--- src/hb_pkg.sv ---
// shared constants and types for the half-bridge pwm mapping block
package hb_pkg;
   localparam int NUM_BRIDGES = 4;
   localparam int NUM_CHANNELS = 3;
   localparam int CCP_WIDTH = 8;

   // clock rate and command latency bound
   localparam int CLK_HZ = 20_000_000;
   localparam int CMD_LATENCY_NS = 3000;
   localparam int CMD_LATENCY_CYCLES = (CMD_LATENCY_NS * (CLK_HZ / 1_000_000)) / 1000;

   // drive select encodings
   localparam logic [1:0] DRIVE_OFF = 2'h0;
   localparam logic [1:0] DRIVE_LOW = 2'h1;
   localparam logic [1:0] DRIVE_HIGH = 2'h2;
   localparam logic [1:0] DRIVE_OFF_ALT = 2'h3;

   // bridge select uses only the low two bits of three
   localparam int BSEL_LSB = 0;
   localparam int BSEL_MSB = 1;

   // gate drive current classes
   typedef enum logic [1:0] {
      GATE_HOLD = 2'b00,
      GATE_STATIC = 2'b01,
      GATE_HARDOFF = 2'b10
   } gate_current_t;

   typedef struct packed {
      logic [NUM_BRIDGES-1:0][1:0] bridge_drive_select;
   } bridge_drive_config_t;

   typedef struct packed {
      logic [NUM_CHANNELS-1:0] pwm_channel_enable;
      logic [NUM_CHANNELS-1:0][2:0] pwm_bridge_select;
   } pwm_routing_config_t;

   typedef struct packed {
      logic on;
      gate_current_t current;
   } gate_cmd_t;

   function automatic logic drive_is_off(input logic [1:0] sel);
      drive_is_off = (sel == DRIVE_OFF) || (sel == DRIVE_OFF_ALT);
   endfunction : drive_is_off
endpackage : hb_pkg

--- src/bit_sync.sv ---
// two-flop synchroniser for a bus of independent level signals
`timescale 1ns/1ps
module bit_sync #(
   parameter int WIDTH = 1
) (
   input wire logic clk,
   input wire logic rst_n,
   input wire logic [WIDTH-1:0] async_in,
   output logic [WIDTH-1:0] sync_out
);
   logic [WIDTH-1:0] meta_reg;

   // ==========================================================
   // capture stages
   always_ff @(posedge clk)
   begin
      if (!rst_n)
      begin
         meta_reg <= '0;
         sync_out <= '0;
      end
      else
      begin
         meta_reg <= async_in;
         sync_out <= meta_reg;
      end
   end
endmodule : bit_sync

--- src/ccp_timer.sv ---
// cross-conduction down-counter for one bridge
`timescale 1ns/1ps
module ccp_timer #(
   parameter int WIDTH = 8
) (
   input wire logic clk,
   input wire logic rst_n,
   input wire logic load,
   input wire logic [WIDTH-1:0] load_value,
   output logic busy,
   output logic done
);
   logic [WIDTH-1:0] count_reg;

   // ==========================================================
   // counter
   always_ff @(posedge clk)
   begin
      if (!rst_n)
      begin
         count_reg <= '0;
         busy <= 1'b0;
         done <= 1'b0;
      end
      else if (load)
      begin
         // zero load still gives one cycle of protection
         count_reg <= (load_value == '0) ? WIDTH'(1) : load_value;
         busy <= 1'b1;
         done <= 1'b0;
      end
      else if (busy)
      begin
         count_reg <= count_reg - WIDTH'(1);
         done <= (count_reg == WIDTH'(1));
         busy <= (count_reg != WIDTH'(1));
      end
      else
      begin
         done <= 1'b0;
      end
   end
endmodule : ccp_timer

--- src/hb_pwm_map.sv ---
// pwm routing, both-off sequencing and freewheel control for four half-bridges
//
// Functional notes
// - drive select 00 or 11 discharges both gates statically for active ccp time
// - after active ccp time of both-off, both gates go to hold current
// - chip select rise synchronised; command applied within 3 us
// - three pwm channels, each from its own input pin
// - cleared channel enable means no pwm from that channel anywhere
// - bridge select decodes low two bits; top bit ignored
// - selected bridge in 00 or 11 gets no pwm
// - enabled channel drives low side on 01, high side on 10
// - bridge chosen by several enabled channels: error, both off, conflict flag
// - in pwm mode freewheel mosfet turns on whenever active mosfet is off and the ccp timer is not running
// - generator detect off: pwm mosfet is active, opposite freewheels
// - generator detect on: comparators sampled at end of each ccp time
// - switch node above upper threshold: high freewheels, low active
// - switch node below lower threshold: low freewheels, high active
// - switch node between thresholds: mosfet about to turn on is active
// - pwm routed by drive select regardless of active/freewheel decision
// - phase shorter than its ccp time: pwm mosfet treated as active
// - unmapped bridge statically turns on low side on 01, high on 10
`timescale 1ns/1ps
module hb_pwm_map
   import hb_pkg::*;
#(
   parameter int NB = hb_pkg::NUM_BRIDGES,
   parameter int NC = hb_pkg::NUM_CHANNELS,
   parameter int CW = hb_pkg::CCP_WIDTH
) (
   input wire logic clk,
   input wire logic rst_n,
   input wire logic chip_select_low,
   input wire hb_pkg::bridge_drive_config_t bridge_drive_config_reg,
   input wire hb_pkg::pwm_routing_config_t pwm_routing_config_reg,
   input wire logic generator_detect_enable,
   input wire logic [NC-1:0] pwm_in,
   input wire logic [NB-1:0] switch_node_above_upper,
   input wire logic [NB-1:0] switch_node_below_lower,
   input wire logic [NB*CW-1:0] active_ccp_time,
   input wire logic [NB*CW-1:0] freewheel_crossconduction_time,
   output hb_pkg::gate_cmd_t [NB-1:0] high_side_switch,
   output hb_pkg::gate_cmd_t [NB-1:0] low_side_switch,
   output logic [NB-1:0] pwm_map_conflict_flag,
   output logic [NB-1:0] high_side_active,
   output logic spi_error
);
   import hb_pkg::*;

   // ==========================================================
   // synchronisers
   logic cs_sync;
   logic cs_prev_reg;
   logic cmd_apply;
   logic cfg_fresh_reg;
   logic [NC-1:0] pwm_sync;
   logic [NB-1:0] above_sync;
   logic [NB-1:0] below_sync;

   bit_sync #(.WIDTH(1)) u_cs_sync (
      .clk(clk),
      .rst_n(rst_n),
      .async_in(chip_select_low),
      .sync_out(cs_sync)
   );

   bit_sync #(.WIDTH(NC)) u_pwm_sync (
      .clk(clk),
      .rst_n(rst_n),
      .async_in(pwm_in),
      .sync_out(pwm_sync)
   );

   bit_sync #(.WIDTH(2*NB)) u_cmp_sync (
      .clk(clk),
      .rst_n(rst_n),
      .async_in({switch_node_above_upper, switch_node_below_lower}),
      .sync_out({above_sync, below_sync})
   );

   // ==========================================================
   // command capture on chip select release
   bridge_drive_config_t drive_cfg_reg;
   pwm_routing_config_t route_cfg_reg;
   logic gen_en_reg;

   // settings only take effect at the end of a frame, so half-written
   // configuration is never seen by the gate logic
   always_ff @(posedge clk)
   begin
      if (!rst_n)
      begin
         cs_prev_reg <= 1'b1;
         cmd_apply <= 1'b0;
         cfg_fresh_reg <= 1'b0;
      end
      else
      begin
         cs_prev_reg <= cs_sync;
         cmd_apply <= cs_sync && !cs_prev_reg;
         // captured settings are only visible one cycle after the apply strobe
         cfg_fresh_reg <= cmd_apply;
      end
   end

   always_ff @(posedge clk)
   begin
      if (!rst_n)
      begin
         drive_cfg_reg <= '0;
         route_cfg_reg <= '0;
         gen_en_reg <= 1'b0;
      end
      else if (cmd_apply)
      begin
         drive_cfg_reg <= bridge_drive_config_reg;
         route_cfg_reg <= pwm_routing_config_reg;
         gen_en_reg <= generator_detect_enable;
      end
   end

   // ==========================================================
   // channel to bridge mapping
   function automatic logic [NB-1:0] bridge_onehot(input logic [2:0] sel);
      logic [NB-1:0] v;
      v = '0;
      v[sel[BSEL_MSB:BSEL_LSB]] = 1'b1;
      bridge_onehot = v;
   endfunction : bridge_onehot

   logic [NB-1:0] map_count_many;
   logic [NB-1:0] mapped;
   logic [NB-1:0] bridge_pwm;

   always_comb
   begin
      logic [NB-1:0] hit;
      logic [NB-1:0] seen;
      logic [NB-1:0] many;
      logic [NB-1:0] pw;
      hit = '0;
      seen = '0;
      many = '0;
      pw = '0;
      for (int c = 0; c < NC; c++)
      begin
         hit = route_cfg_reg.pwm_channel_enable[c] ?
               bridge_onehot(route_cfg_reg.pwm_bridge_select[c]) : '0;
         many = many | (seen & hit);
         seen = seen | hit;
         for (int b = 0; b < NB; b++)
         begin
            if (hit[b])
            begin
               pw[b] = pwm_sync[c];
            end
         end
      end
      map_count_many = many;
      mapped = seen;
      bridge_pwm = pw;
   end

   // ==========================================================
   // per-bridge sequencing
   logic [NB-1:0] off_seq_reg;
   logic [NB-1:0] pwm_prev_reg;
   logic [NB-1:0] lead_reg;
   logic [NB-1:0] timer_load;
   logic [NB-1:0] timer_busy;
   logic [NB-1:0] timer_done;
   logic [NB*CW-1:0] timer_value;
   logic [NB-1:0] was_off_reg;

   genvar gb;
   generate
      for (gb = 0; gb < NB; gb++)
      begin : g_bridge
         logic [1:0] sel;
         logic off_mode;
         logic pwm_mode;
         logic conflict;
         logic pwm_hs;
         logic pwm_on;
         logic edge_now;
         logic pwm_mosfet_on_next;

         assign sel = drive_cfg_reg.bridge_drive_select[gb];
         assign off_mode = drive_is_off(sel);
         assign conflict = map_count_many[gb];
         assign pwm_mode = mapped[gb] && !off_mode && !conflict;
         assign pwm_hs = (sel == DRIVE_HIGH);
         assign pwm_on = bridge_pwm[gb];
         assign edge_now = pwm_mode && (pwm_on != pwm_prev_reg[gb]);
         // the mosfet that the pending edge turns on
         assign pwm_mosfet_on_next = pwm_on;

         // load active time on entering off or on a pwm-mosfet turn-on edge,
         // freewheel time when the pwm mosfet turns off
         assign timer_load[gb] = (off_mode && !was_off_reg[gb] && cfg_fresh_reg) || edge_now;
         assign timer_value[gb*CW +: CW] =
            (edge_now && !pwm_on) ? freewheel_crossconduction_time[gb*CW +: CW]
                                  : active_ccp_time[gb*CW +: CW];

         ccp_timer #(.WIDTH(CW)) u_ccp (
            .clk(clk),
            .rst_n(rst_n),
            .load(timer_load[gb]),
            .load_value(timer_value[gb*CW +: CW]),
            .busy(timer_busy[gb]),
            .done(timer_done[gb])
         );

         always_ff @(posedge clk)
         begin
            if (!rst_n)
            begin
               was_off_reg[gb] <= 1'b1;
               off_seq_reg[gb] <= 1'b0;
               pwm_prev_reg[gb] <= 1'b0;
            end
            else
            begin
               if (cfg_fresh_reg)
               begin
                  was_off_reg[gb] <= off_mode;
               end
               if (timer_load[gb] && off_mode)
               begin
                  off_seq_reg[gb] <= 1'b1;
               end
               else if (timer_done[gb] || !off_mode)
               begin
                  off_seq_reg[gb] <= 1'b0;
               end
               pwm_prev_reg[gb] <= pwm_on;
            end
         end

         // active mosfet decision
         always_ff @(posedge clk)
         begin
            if (!rst_n)
            begin
               lead_reg[gb] <= 1'b0;
            end
            else if (!gen_en_reg || !pwm_mode)
            begin
               lead_reg[gb] <= pwm_hs;
            end
            else if (edge_now && timer_busy[gb])
            begin
               // phase shorter than ccp: no valid sample
               lead_reg[gb] <= pwm_hs;
            end
            else if (timer_done[gb])
            begin
               if (above_sync[gb])
               begin
                  lead_reg[gb] <= 1'b0;
               end
               else if (below_sync[gb])
               begin
                  lead_reg[gb] <= 1'b1;
               end
               else
               begin
                  // about to turn on: pwm mosfet when pwm high, else opposite
                  lead_reg[gb] <= pwm_mosfet_on_next ? pwm_hs : !pwm_hs;
               end
            end
         end

         // gate outputs
         always_ff @(posedge clk)
         begin
            if (!rst_n)
            begin
               high_side_switch[gb] <= '{on: 1'b0, current: GATE_HOLD};
               low_side_switch[gb] <= '{on: 1'b0, current: GATE_HOLD};
            end
            else if (conflict)
            begin
               high_side_switch[gb] <= '{on: 1'b0, current: GATE_STATIC};
               low_side_switch[gb] <= '{on: 1'b0, current: GATE_STATIC};
            end
            else if (off_mode)
            begin
               high_side_switch[gb] <= '{on: 1'b0,
                  current: ((off_seq_reg[gb] || !was_off_reg[gb]) ? GATE_STATIC : GATE_HOLD)};
               low_side_switch[gb] <= '{on: 1'b0,
                  current: ((off_seq_reg[gb] || !was_off_reg[gb]) ? GATE_STATIC : GATE_HOLD)};
            end
            else if (pwm_mode)
            begin
               // both held off while the ccp timer runs; freewheel fills the gap
               high_side_switch[gb] <= '{on: (!timer_busy[gb] &&
                  (pwm_hs ? pwm_on : !pwm_on)), current: GATE_HOLD};
               low_side_switch[gb] <= '{on: (!timer_busy[gb] &&
                  (pwm_hs ? !pwm_on : pwm_on)), current: GATE_HOLD};
            end
            else
            begin
               high_side_switch[gb] <= '{on: (sel == DRIVE_HIGH), current: GATE_HOLD};
               low_side_switch[gb] <= '{on: (sel == DRIVE_LOW), current: GATE_HOLD};
            end
         end
      end
   endgenerate

   // ==========================================================
   // status
   always_ff @(posedge clk)
   begin
      if (!rst_n)
      begin
         pwm_map_conflict_flag <= '0;
         high_side_active <= '0;
         spi_error <= 1'b0;
      end
      else
      begin
         pwm_map_conflict_flag <= map_count_many;
         high_side_active <= lead_reg;
         spi_error <= |map_count_many;
      end
   end
endmodule : hb_pwm_map

--- config.mk ---
export PLATFORM = sky130hd
export DESIGN_NAME = hb_pwm_map
export DESIGN_NICKNAME = d
export VERILOG_FILES = /design/src/hb_pkg.sv /design/src/bit_sync.sv /design/src/ccp_timer.sv /design/src/hb_pwm_map.sv
export SDC_FILE = /design/constraint.sdc
export NUM_CORES = 1
export LEC_CHECK = 0
export ABC_AREA = 1
export BUFFER_PORTS_ARGS = -buffer_cell sky130_fd_sc_hd__buf_2
export CORE_MARGIN = 4
export CORE_UTILIZATION = 50
export DETAILED_ROUTE_END_ITERATION = 16
export PLACE_DENSITY_LB_ADDON = 0.15
export SETUP_SLACK_MARGIN = 0.2
export SLEW_MARGIN = 15
export SYNTH_ARGS = -nofsm -noshare
export SYNTH_HDL_FRONTEND = slang
export SYNTH_SLANG_ARGS = --single-unit
--- constraint.sdc ---
create_clock -name clk -period 2.6 [get_ports clk]
set_input_delay 0.52 -clock clk [delete_from_list [all_inputs] [get_ports clk]]
set_output_delay 0.52 -clock clk [all_outputs]
set_load 0.01 [all_outputs]
==> results of run 1 <==
==> worst max path at each step <==
stage	slack [ns]	end	cells after the start
finish	0.55	g_bridge[3].u_ccp.count_reg[0]	11
global route	0.35	g_bridge[3].u_ccp.count_reg[0]	11
CTS	0.45	g_bridge[0].u_ccp.count_reg[1]	11
detailed placement	0.46	g_bridge[0].u_ccp.count_reg[1]	11
global placement	0.50	g_bridge[0].u_ccp.count_reg[1]	11
floorplan	0.88	g_bridge[3].u_ccp.count_reg[0]	11
==> routing by layer <==
layer	vias to the layer above	wire (microns)	track usage, %
met5	-	0	0
li1	3136	-	-
met4	0	142	5.32
met1	2573	6920	26.7
met2	133	6590	33.0
met3	14	813	5.01
==> placed cells by master, fill, tap and decap left out, types with 4 or more instances in the layout <==
cell type / synthesis / final
a21oi_1: 46 / 46
buf_2: 4 / 120
buf_4: 16 / 10
bufinv_16: 0 / 6
clkbuf_16: 0 / 17
clkbuf_8: 0 / 4
conb_1: 1 / 8
dfxtp_1: 122 / 122
ha_1: 16 / 16
inv_1: 184 / 184
nand2_1: 221 / 221
nand2_2: 8 / 8
nand3_1: 63 / 63
nand3_2: 6 / 6
nand3_4: 4 / 4
nand4_1: 24 / 24
nor2_1: 67 / 67
nor2_2: 4 / 4
nor2_4: 6 / 6
nor3_1: 5 / 5
nor4_1: 7 / 7
o21ai_0: 59 / 59
o21ai_1: 8 / 8
o21ai_2: 4 / 4
xnor2_1: 6 / 6
xor2_1: 23 / 23
==> logic make-up (layout without fill, tap and decap cells) <==
kind of cell,after synthesis,after routing,share of synthesized area [%]
other,1,8,0.0582
AOI/OAI and AO/OA,126,126,10.4
and+or+nand+nor,418,418,29.7
buffers and inverters,229,351,14.9
xor gates and xnor gates,29,29,3.94
DFF,122,122,37.9
adders and majority gates,16,16,3.11
==> power groups by stage <==
stage | Sequential (uW) | Clock [uW] | Combinational, uW
after floorplan | 1950 | 0 | 142
after global placement | 1950 | 0 | 237
final | 1910 | 2730 | 240
after CTS | 1910 | 2770 | 240
after detailed placement | 1950 | 0 | 238
after global routing | 1920 | 2850 | 276
==> layout make-up <==
cell class,instances,share of cell area [%]
multi-input cells,597,39.2
flip-flops and latches,122,31.2
inverters,188,9.02
repair buffers,131,8.90
clock buffers,21,6.14
well taps,172,2.75
clock inverters,11,2.74
==> through the flow <==
step	hold slack (ns)	cell area, sq um	power (uW)	std cells
floorplan	0.375	6470	2090	948
CTS	0.267	7800	4920	1239
global route	0.282	7820	5040	1242
finish	0.283	7820	4880	1242
global placement	0.380	7100	2190	1207
detailed placement	0.387	7100	2190	1207
==> timing repair <==
action / 4_1_cts / 5_1_grt
hold buffers: 0 / 0
endpoints found under the hold margin: 0 / 0
setup endpoints to repair: 0 / 1
setup buffers: 0 / 3
==> worst max-delay path, cell delays in order (launching register included) <==
cell and delay [ns]:
dfxtp_1 0.33, inv_1 0.06, ha_1 0.35, inv_1 0.11, nand2_2 0.07, nor2_4 0.19
nand3_4 0.20, o21ai_0 0.31, nand2_1 0.08, nor2_1 0.09, nand2_1 0.07, a21oi_2 0.11
==> results.sh, run 1 <==
export IMPL_tritoncts="done"
export IMPL_cts_sinks=122
export IMPL_vias=5856
export IMPL_syn_cell_area_sq_um=6440
export IMPL_hold_path_startpoint="switch_node_above_upper[3]"
export IMPL_synth_cells=941
export IMPL_rows=41
export IMPL_synth_ff_type="dfxtp_1"
export IMPL_overflow=0
export IMPL_crit_fanout=15
export IMPL_netSwitchingFraction_pct=20.1
export IMPL_wl_microns=14500
export IMPL_first_global_vias=5367
export IMPL_reg2reg_depth=11
export IMPL_cts_buffers=17
export IMPL_yosysMostFrequentCell="nand2_1"
export IMPL_start_util_pct=51.1
export IMPL_final_max_slew_violation_count=0
export IMPL_grt_setup_unrepaired="false"
export IMPL_gp_congestion=0.832
export IMPL_yosysSeqAreaShare_pct=37.9
export IMPL_grt_max_degree=80
export IMPL_finalSetupViolCount=0
export IMPL_cts_resized=0
export IMPL_p_int_uw=3900
export IMPL_synth_edff_count=0
export IMPL_drcViolationCount=0
export IMPL_fillCellCount=1243
export IMPL_crit_path_end_kind="flop"
export IMPL_clockBufferDepth=2
export IMPL_power_density_nw_per_um2=624
export IMPL_die_area_sq_um=14800
export IMPL_skew_ns=0.00889
export IMPL_p_leak_uw=0.00411
export IMPL_dr_pass1_iters=4
export IMPL_antenna_found_initial=0
export IMPL_die_height_microns=122
export IMPL_fmax_mhz=489
export IMPL_utilization_pct=62.0
export IMPL_relSlewSlack_pct=58.3
export IMPL_diodes=0
export IMPL_place_hpwl_microns=10500
export IMPL_area_growth_pct=21.3
export IMPL_synth_cell_types=35
export IMPL_power_switching_uw=984
export IMPL_drtIter0Drc=273
export IMPL_multiInputGateArea_sq_um=3070
export IMPL_p_seq_share_pct=39.2
export IMPL_final_nets=1172
export IMPL_cap_violations=0
export IMPL_start_kind="flop"
export IMPL_r2r_end="g_bridge[3].u_ccp.count_reg[0]"
export IMPL_yosysTopAreaCellShare_pct=37.9
export IMPL_synthTopCellsByCount="nand2_1 (221), inv_1 (184), dfxtp_1 (122)"
export IMPL_path_clk_slew_ns=0.05
export IMPL_synth_top_area_cell="dfxtp_1"
export IMPL_outcome="complete, no violations"
export IMPL_htree_levels=4
export IMPL_drive_gt1_share_pct=18.9
export IMPL_cp_startpoint="g_bridge[3].sel[0]"
export IMPL_ctsRootBufferMaster="clkbuf_16"
export IMPL_io_pins=132
export IMPL_via_per_inst=4.71
export IMPL_wl_per_cell_microns=11.6
export IMPL_ys_seq_elements=122
export IMPL_tightest_slew_ns=0.621
export IMPL_drtAntennaViolNets=0
export IMPL_core_area_sq_um=12600
export IMPL_synthArstFlopShare_pct=0
export IMPL_hold_path_end="u_cmp_sync.meta_reg[7]"
export IMPL_finalCriticalPeriod_ns=2.05
export IMPL_pre_cts_ws_ns=0.463
export IMPL_final_period_utilization_pct=78.7
export IMPL_whs_path_depth=3
export IMPL_hp_class="input port to flop"
export IMPL_yosys_warnings=0
export IMPL_synthTopCellsByArea="dfxtp_1 (38%), nand2_1 (13%), inv_1 (11%)"
export IMPL_synth_avg_cell_area_sq_um=6.85
export IMPL_reg2reg_from="g_bridge[3].sel[0]"
export IMPL_clk_latency_ns=0.42
export IMPL_required_ns=2.95
export IMPL_postLayoutSetupSlackWorst_ns=0.554
export IMPL_grt_usage_pct=20.2
export IMPL_portBuffers=120
export IMPL_final_hold_violation_count=0
export IMPL_grt_pass1_wl_microns=24200
export IMPL_tns_ns=0
export IMPL_crit_type="flop to flop"
export IMPL_irDropWorstVdd_mv=0.445
export IMPL_combPwrFrac_pct=4.9
export IMPL_clkPwrFrac_pct=55.9
export IMPL_largest_register_ffs=32
export IMPL_worstPathArrival_ns=2.40
export IMPL_die_x_microns=122
export IMPL_r2r_slack_ns=0.55
export IMPL_seqCellArea_sq_um=2440
No activity file was read; power rests on OpenSTA's default activity.
==> inputs of run 2 (changes only) <==
==> constraint.sdc (replaced) <==
create_clock -name clk -period 1.65 [get_ports clk]
set_input_delay 0.33 -clock clk [delete_from_list [all_inputs] [get_ports clk]]
set_output_delay 0.33 -clock clk [all_outputs]
set_load 0.01 [all_outputs]
==> run 2 against run 1 <==
Net effect: the flow now finishes with violations (negative setup slack); routed wire length up 16%; maximum frequency is 14% higher; utilization is 12 points higher; sequential power increased by 58%; sequential share of layout area shrank 4.5 points; clock power grew 18%; worst setup slack worse by 0.71 ns; register-to-register slack worse by 0.71 ns; clock skew is 0.0027 ns lower; critical endpoint is now g_bridge[2].u_ccp.count_reg[0]; largest cell class unchanged.
==> results.sh, run 2 (same netlist as run 1, synthesis figures left out) <==
export IMPL_clk_latency_ns=0.42
export IMPL_wl_microns=16800
export IMPL_rows=41
export IMPL_wl_per_cell_microns=12.7
export IMPL_required_ns=2.00
export IMPL_multiInputGateArea_sq_um=3850
export IMPL_outcome="finished with violations"
export IMPL_final_max_slew_violation_count=0
export IMPL_p_seq_share_pct=44.7
export IMPL_final_common_cell="nand2_1"
export IMPL_htree_levels=4
export IMPL_grt_max_degree=51
export IMPL_netSwitchingFraction_pct=22.6
export IMPL_die_area_sq_um=14800
export IMPL_tns_ns=-1.44
export IMPL_io_pins=132
export IMPL_violations="negative setup slack"
export IMPL_finalSetupViolCount=31
export IMPL_dr_pass1_iters=5
export IMPL_power_density_nw_per_um2=725
export IMPL_clockBufferDepth=2
export IMPL_core_area_sq_um=12600
export IMPL_postLayoutSetupSlackWorst_ns=-0.152
export IMPL_area_growth_pct=44.1
export IMPL_antenna_found_initial=0
export IMPL_gp_congestion=0.851
export IMPL_drtAntennaViolNets=0
export IMPL_worstPathArrival_ns=2.16
export IMPL_start_kind="flop"
export IMPL_crit_path_end_kind="flop"
export IMPL_vias=6365
export IMPL_fmax_mhz=555
export IMPL_cap_violations=0
export IMPL_portBuffers=120
export IMPL_finalCriticalPeriod_ns=1.80
export IMPL_ctsRootBufferMaster="clkbuf_16"
export IMPL_start_util_pct=51.1
export IMPL_power_uw=6730
export IMPL_path_clk_slew_ns=0.05
export IMPL_cts_buffers=17
export IMPL_crit_fanout=5
export IMPL_die_x_microns=122
export IMPL_holdBufCountCts=0
export IMPL_grt_setup_unrepaired="true"
export IMPL_overflow=0
export IMPL_fillCellCount=1032
export IMPL_clkPwrFrac_pct=47.7
export IMPL_grt_pass1_wl_microns=25700
export IMPL_power_switching_uw=1520
export IMPL_cts_sinks=122
export IMPL_combPwrFrac_pct=7.6
export IMPL_place_hpwl_microns=10900
export IMPL_seqCellArea_sq_um=2480
export IMPL_tritoncts="done"
export IMPL_utilization_pct=73.6
export IMPL_hp_class="input port to flop"
export IMPL_first_global_vias=5665
export IMPL_p_leak_uw=0.00466
export IMPL_drcViolationCount=0
export IMPL_via_per_inst=4.80
export IMPL_irDropWorstVdd_mv=0.650
export IMPL_final_period_utilization_pct=109
export IMPL_final_hold_violation_count=0
export IMPL_largest_register_ffs=32
export IMPL_final_nets=1261
export IMPL_grt_usage_pct=21.6
export IMPL_layout_common_cells="nand2_1 (160), inv_1 (157), buf_2 (120), dfxtp_1 (108), buf_4 (65)"
export IMPL_die_height_microns=122
export IMPL_crit_type="flop to flop"
export IMPL_diodes=0
export IMPL_p_int_uw=5210
export IMPL_drtIter0Drc=323
export IMPL_drive_gt1_share_pct=39.5
export IMPL_skew_ns=0.00619
-- run 2: worst max-delay path, stage by stage (launching register included) --
cell,delay (ns)
dfxtp_4,0.38
inv_4,0.08
nand3_4,0.09
nand2_4,0.10
nand2_4,0.06
nor2_4,0.16
nor2_4,0.06
buf_12,0.15
nand3_4,0.11
nand2_1,0.08
nand2_1,0.10
nand2_1,0.08
nor2_1,0.09
nand2_1,0.07
a21oi_2,0.13
-- run 2: power groups by stage --
stage / Combinational, uW / Sequential, uW / Clock, uW
floorplan: 235 / 3070 / 0
global placement: 429 / 3080 / 0
detailed placement: 432 / 3080 / 0
CTS: 455 / 3010 / 3240
global route: 573 / 3010 / 3400
finish: 512 / 3010 / 3210
-- run 2: final timing paths --
path	from	end	slack, ns	cells past startpoint
max	route_cfg_reg[3]	g_bridge[2].u_ccp.count_reg[0]	-0.15	14
min	switch_node_above_upper[3]	u_cmp_sync.meta_reg[7]	0.09	3
max reg2reg	route_cfg_reg[3]	g_bridge[2].u_ccp.count_reg[0]	-0.15	14
min reg2reg	cs_prev_reg	cmd_apply	0.39	1
-- run 2: area by class of cell --
type | instances | share of cell area (%)
clock buffer | 24 | 5.19
clock inverter | 4 | 0.216
inverter | 188 | 7.93
multi-input combinational | 601 | 41.4
sequential | 122 | 26.7
tap | 172 | 2.32
timing repair buffer | 215 | 16.1
timing repair inverter | 1 | 0.0808
-- run 2: layer usage --
layer  routed length, microns  track usage (%)  share of wire [%]  up-vias
met5                        0                0                  0        -
met4                      430             8.47                2.6        0
met1                     7310             27.9                 43     2861
li1                         -                -                  -     3326
met3                      751             4.64                4.5       36
met2                     8330             35.5                 50      142
-- run 2: through the flow --
| step | area (sq um) | setup slack [ns] | hold WS [ns] | cells |
|---|---|---|---|---|
| after floorplan | 6610 | 0.0874 | 0.375 | 948 |
| after global placement | 7710 | -0.104 | 0.380 | 1262 |
| after detailed placement | 7710 | -0.129 | 0.384 | 1262 |
| after CTS | 8530 | -0.0769 | 0.0783 | 1302 |
| after global routing | 9290 | -0.284 | 0.0977 | 1327 |
| final | 9290 | -0.152 | 0.0924 | 1327 |
-- run 2: timing repair --
item / in CTS / in global routing
setup endpoints to repair: 56 / 65
hold endpoints to repair: 0 / 0
pin swaps: 35 / 68
cloned: 3 / 2
buffers inserted: 9 / 23
gates resized for setup: 67 / 169
==> inputs of run 3 (changes only) <==
--- a/config.mk
+++ b/config.mk
@@ -7,6 +7,7 @@
 export LEC_CHECK = 0
 export ABC_AREA = 1
 export BUFFER_PORTS_ARGS = -buffer_cell sky130_fd_sc_hd__buf_2
+export CORE_ASPECT_RATIO = 1.75
 export CORE_MARGIN = 4
 export CORE_UTILIZATION = 50
 export DETAILED_ROUTE_END_ITERATION = 16
==> run 3 against run 2 <==
Net effect: the run still ends with negative setup slack left; sequential power hardly changed; sequential share of layout area is 0.68 points lower; total power is 8.7% higher; highest routed layer is now met5; global-route usage is 3.2 points higher; largest cell class unchanged; first-iteration DRC count is 18% lower; critical path type unchanged; critical path depth is 3 lower; hold slack hardly changed; cell area is 2.4% higher; critical endpoint unchanged; combinational power is 1% higher; clock skew is 0.0020 ns higher.
==> results.sh, run 3 (same netlist as run 1, synthesis figures left out) <==
export IMPL_core_area_sq_um=12600
export IMPL_place_hpwl_microns=12300
export IMPL_power_density_nw_per_um2=770
export IMPL_final_max_slew_violation_count=0
export IMPL_utilization_pct=75.7
export IMPL_drive_gt1_share_pct=40.4
export IMPL_start_util_pct=51.3
export IMPL_area_growth_pct=47.6
export IMPL_layout_common_cells="nand2_1 (169), inv_1 (152), buf_2 (120), dfxtp_1 (110), buf_4 (78)"
export IMPL_diodes=0
export IMPL_grt_usage_pct=24.8
export IMPL_ctsRootBufferMaster="clkbuf_16"
export IMPL_htree_levels=4
export IMPL_cts_sinks=122
export IMPL_final_hold_violation_count=0
export IMPL_wl_microns=19300
export IMPL_vias=6764
export IMPL_irDropWorstVdd_mv=0.629
export IMPL_hp_class="input port to flop"
export IMPL_via_per_inst=5.04
export IMPL_grt_pass1_wl_microns=29100
export IMPL_die_x_microns=93.8
export IMPL_power_uw=7320
export IMPL_fin_cells=1342
export IMPL_required_ns=1.95
export IMPL_crit_fanout=7
export IMPL_worstPathArrival_ns=2.14
export IMPL_rows=54
export IMPL_final_period_utilization_pct=111
export IMPL_clockBufferDepth=2
export IMPL_start_kind="flop"
export IMPL_tightest_slew_ns=0.515
export IMPL_violations="negative setup slack"
export IMPL_die_height_microns=158
export IMPL_first_global_vias=6669
export IMPL_final_common_cell="nand2_1"
export IMPL_finalCriticalPeriod_ns=1.83
export IMPL_wl_per_cell_microns=14.4
export IMPL_finalSetupViolCount=37
export IMPL_drtIter0Drc=266
export IMPL_tritoncts="done"
export IMPL_path_clk_slew_ns=0.06
export IMPL_postLayoutSetupSlackWorst_ns=-0.184
export IMPL_grt_max_degree=70
export IMPL_dr_pass1_iters=4
export IMPL_crit_path_end_kind="flop"
export IMPL_antenna_found_initial=1
export IMPL_cts_buffers=17
export IMPL_outcome="finished with violations"
export IMPL_cap_violations=0
export IMPL_overflow=0
export IMPL_largest_register_ffs=32
export IMPL_skew_ns=0.00821
export IMPL_relSlewSlack_pct=65.3
export IMPL_io_pins=132
export IMPL_gp_congestion=0.880
export IMPL_dp_cells=1278
export IMPL_final_nets=1276
export IMPL_drtAntennaViolNets=0
export IMPL_grt_setup_unrepaired="true"
export IMPL_crit_type="flop to flop"
export IMPL_pre_cts_ws_ns=-0.168
export IMPL_portBuffers=120
export IMPL_clk_latency_ns=0.41
export IMPL_holdBufCountCts=0
export IMPL_fmax_mhz=545
export IMPL_p_leak_uw=0.00472
export IMPL_die_area_sq_um=14800
export IMPL_tns_ns=-3.65
export IMPL_drcViolationCount=0
==> run 3: cell count changes in the layout (fill, tap and decap cells not counted), sizes merged <==
cell | before | now
buf | 215 | 232
bufinv | 0 | 2
clkbuf | 24 | 23
clkinv | 5 | 6
clkinvlp | 2 | 3
nor2 | 78 | 77
==> run 3: area by class of cell <==
type	instances	area, sq um
multi-input cells	600	3850
fillers	949	3060
clock buffers	23	499
flip-flops and latches	122	2480
clock inverters	9	111
repair buffers	232	1630
well taps	168	210
inverters	188	732
==> run 3: layer usage <==
metal | up-vias | global-route usage [%] | part of all wire [%]
met2 | 244 | 48.0 | 56
li1 | 3352 | - | -
met5 | - | 0 | 0.098
met3 | 87 | 5.14 | 4.9
met1 | 3079 | 23.2 | 34
met4 | 2 | 14.8 | 5.6
==> run 3: per-stage QoR <==
step	instance area (sq um)	hold slack [ns]
after floorplan	6610	0.375
after global placement	7830	0.381
after detailed placement	7830	0.386
after CTS	9020	0.0873
after global routing	9510	0.0985
final	9510	0.0927
==> run 3: worst paths after layout <==
check | slack (ns) | from | to | cells past startpoint
min | 0.09 | switch_node_above_upper[1] | u_cmp_sync.meta_reg[5] | 3
max reg2reg | -0.18 | route_cfg_reg[10] | g_bridge[2].u_ccp.count_reg[0] | 11
min reg2reg | 0.39 | cs_prev_reg | cmd_apply | 1
max | -0.18 | route_cfg_reg[10] | g_bridge[2].u_ccp.count_reg[0] | 11
==> run 3: critical path, stage by stage, from the launching register on <==
cell     delay [ns]
dfxtp_4        0.40
buf_6          0.12
nand4_1        0.16
nand2_4        0.12
nor2_4         0.05
o21ai_1        0.29
nand3_4        0.15
nand2_8        0.15
buf_6          0.12
nand3_1        0.06
inv_1          0.07
a21oi_2        0.05
==> run 3: repair_timing <==
item	4_1_cts	5_1_grt
pin swaps	38	55
gates resized for setup	111	123
gates cloned	3	0
setup endpoints to repair	56	57
hold endpoints to repair	0	0
buffers inserted	19	10
==> run 3: power by group <==
group	total (uW)	switching (uW)	internal, uW	leakage, uW
Clock	3790	1350	2430	0.000294
Combinational	519	276	243	0.00343
Sequential	3010	28.3	2980	0.000997
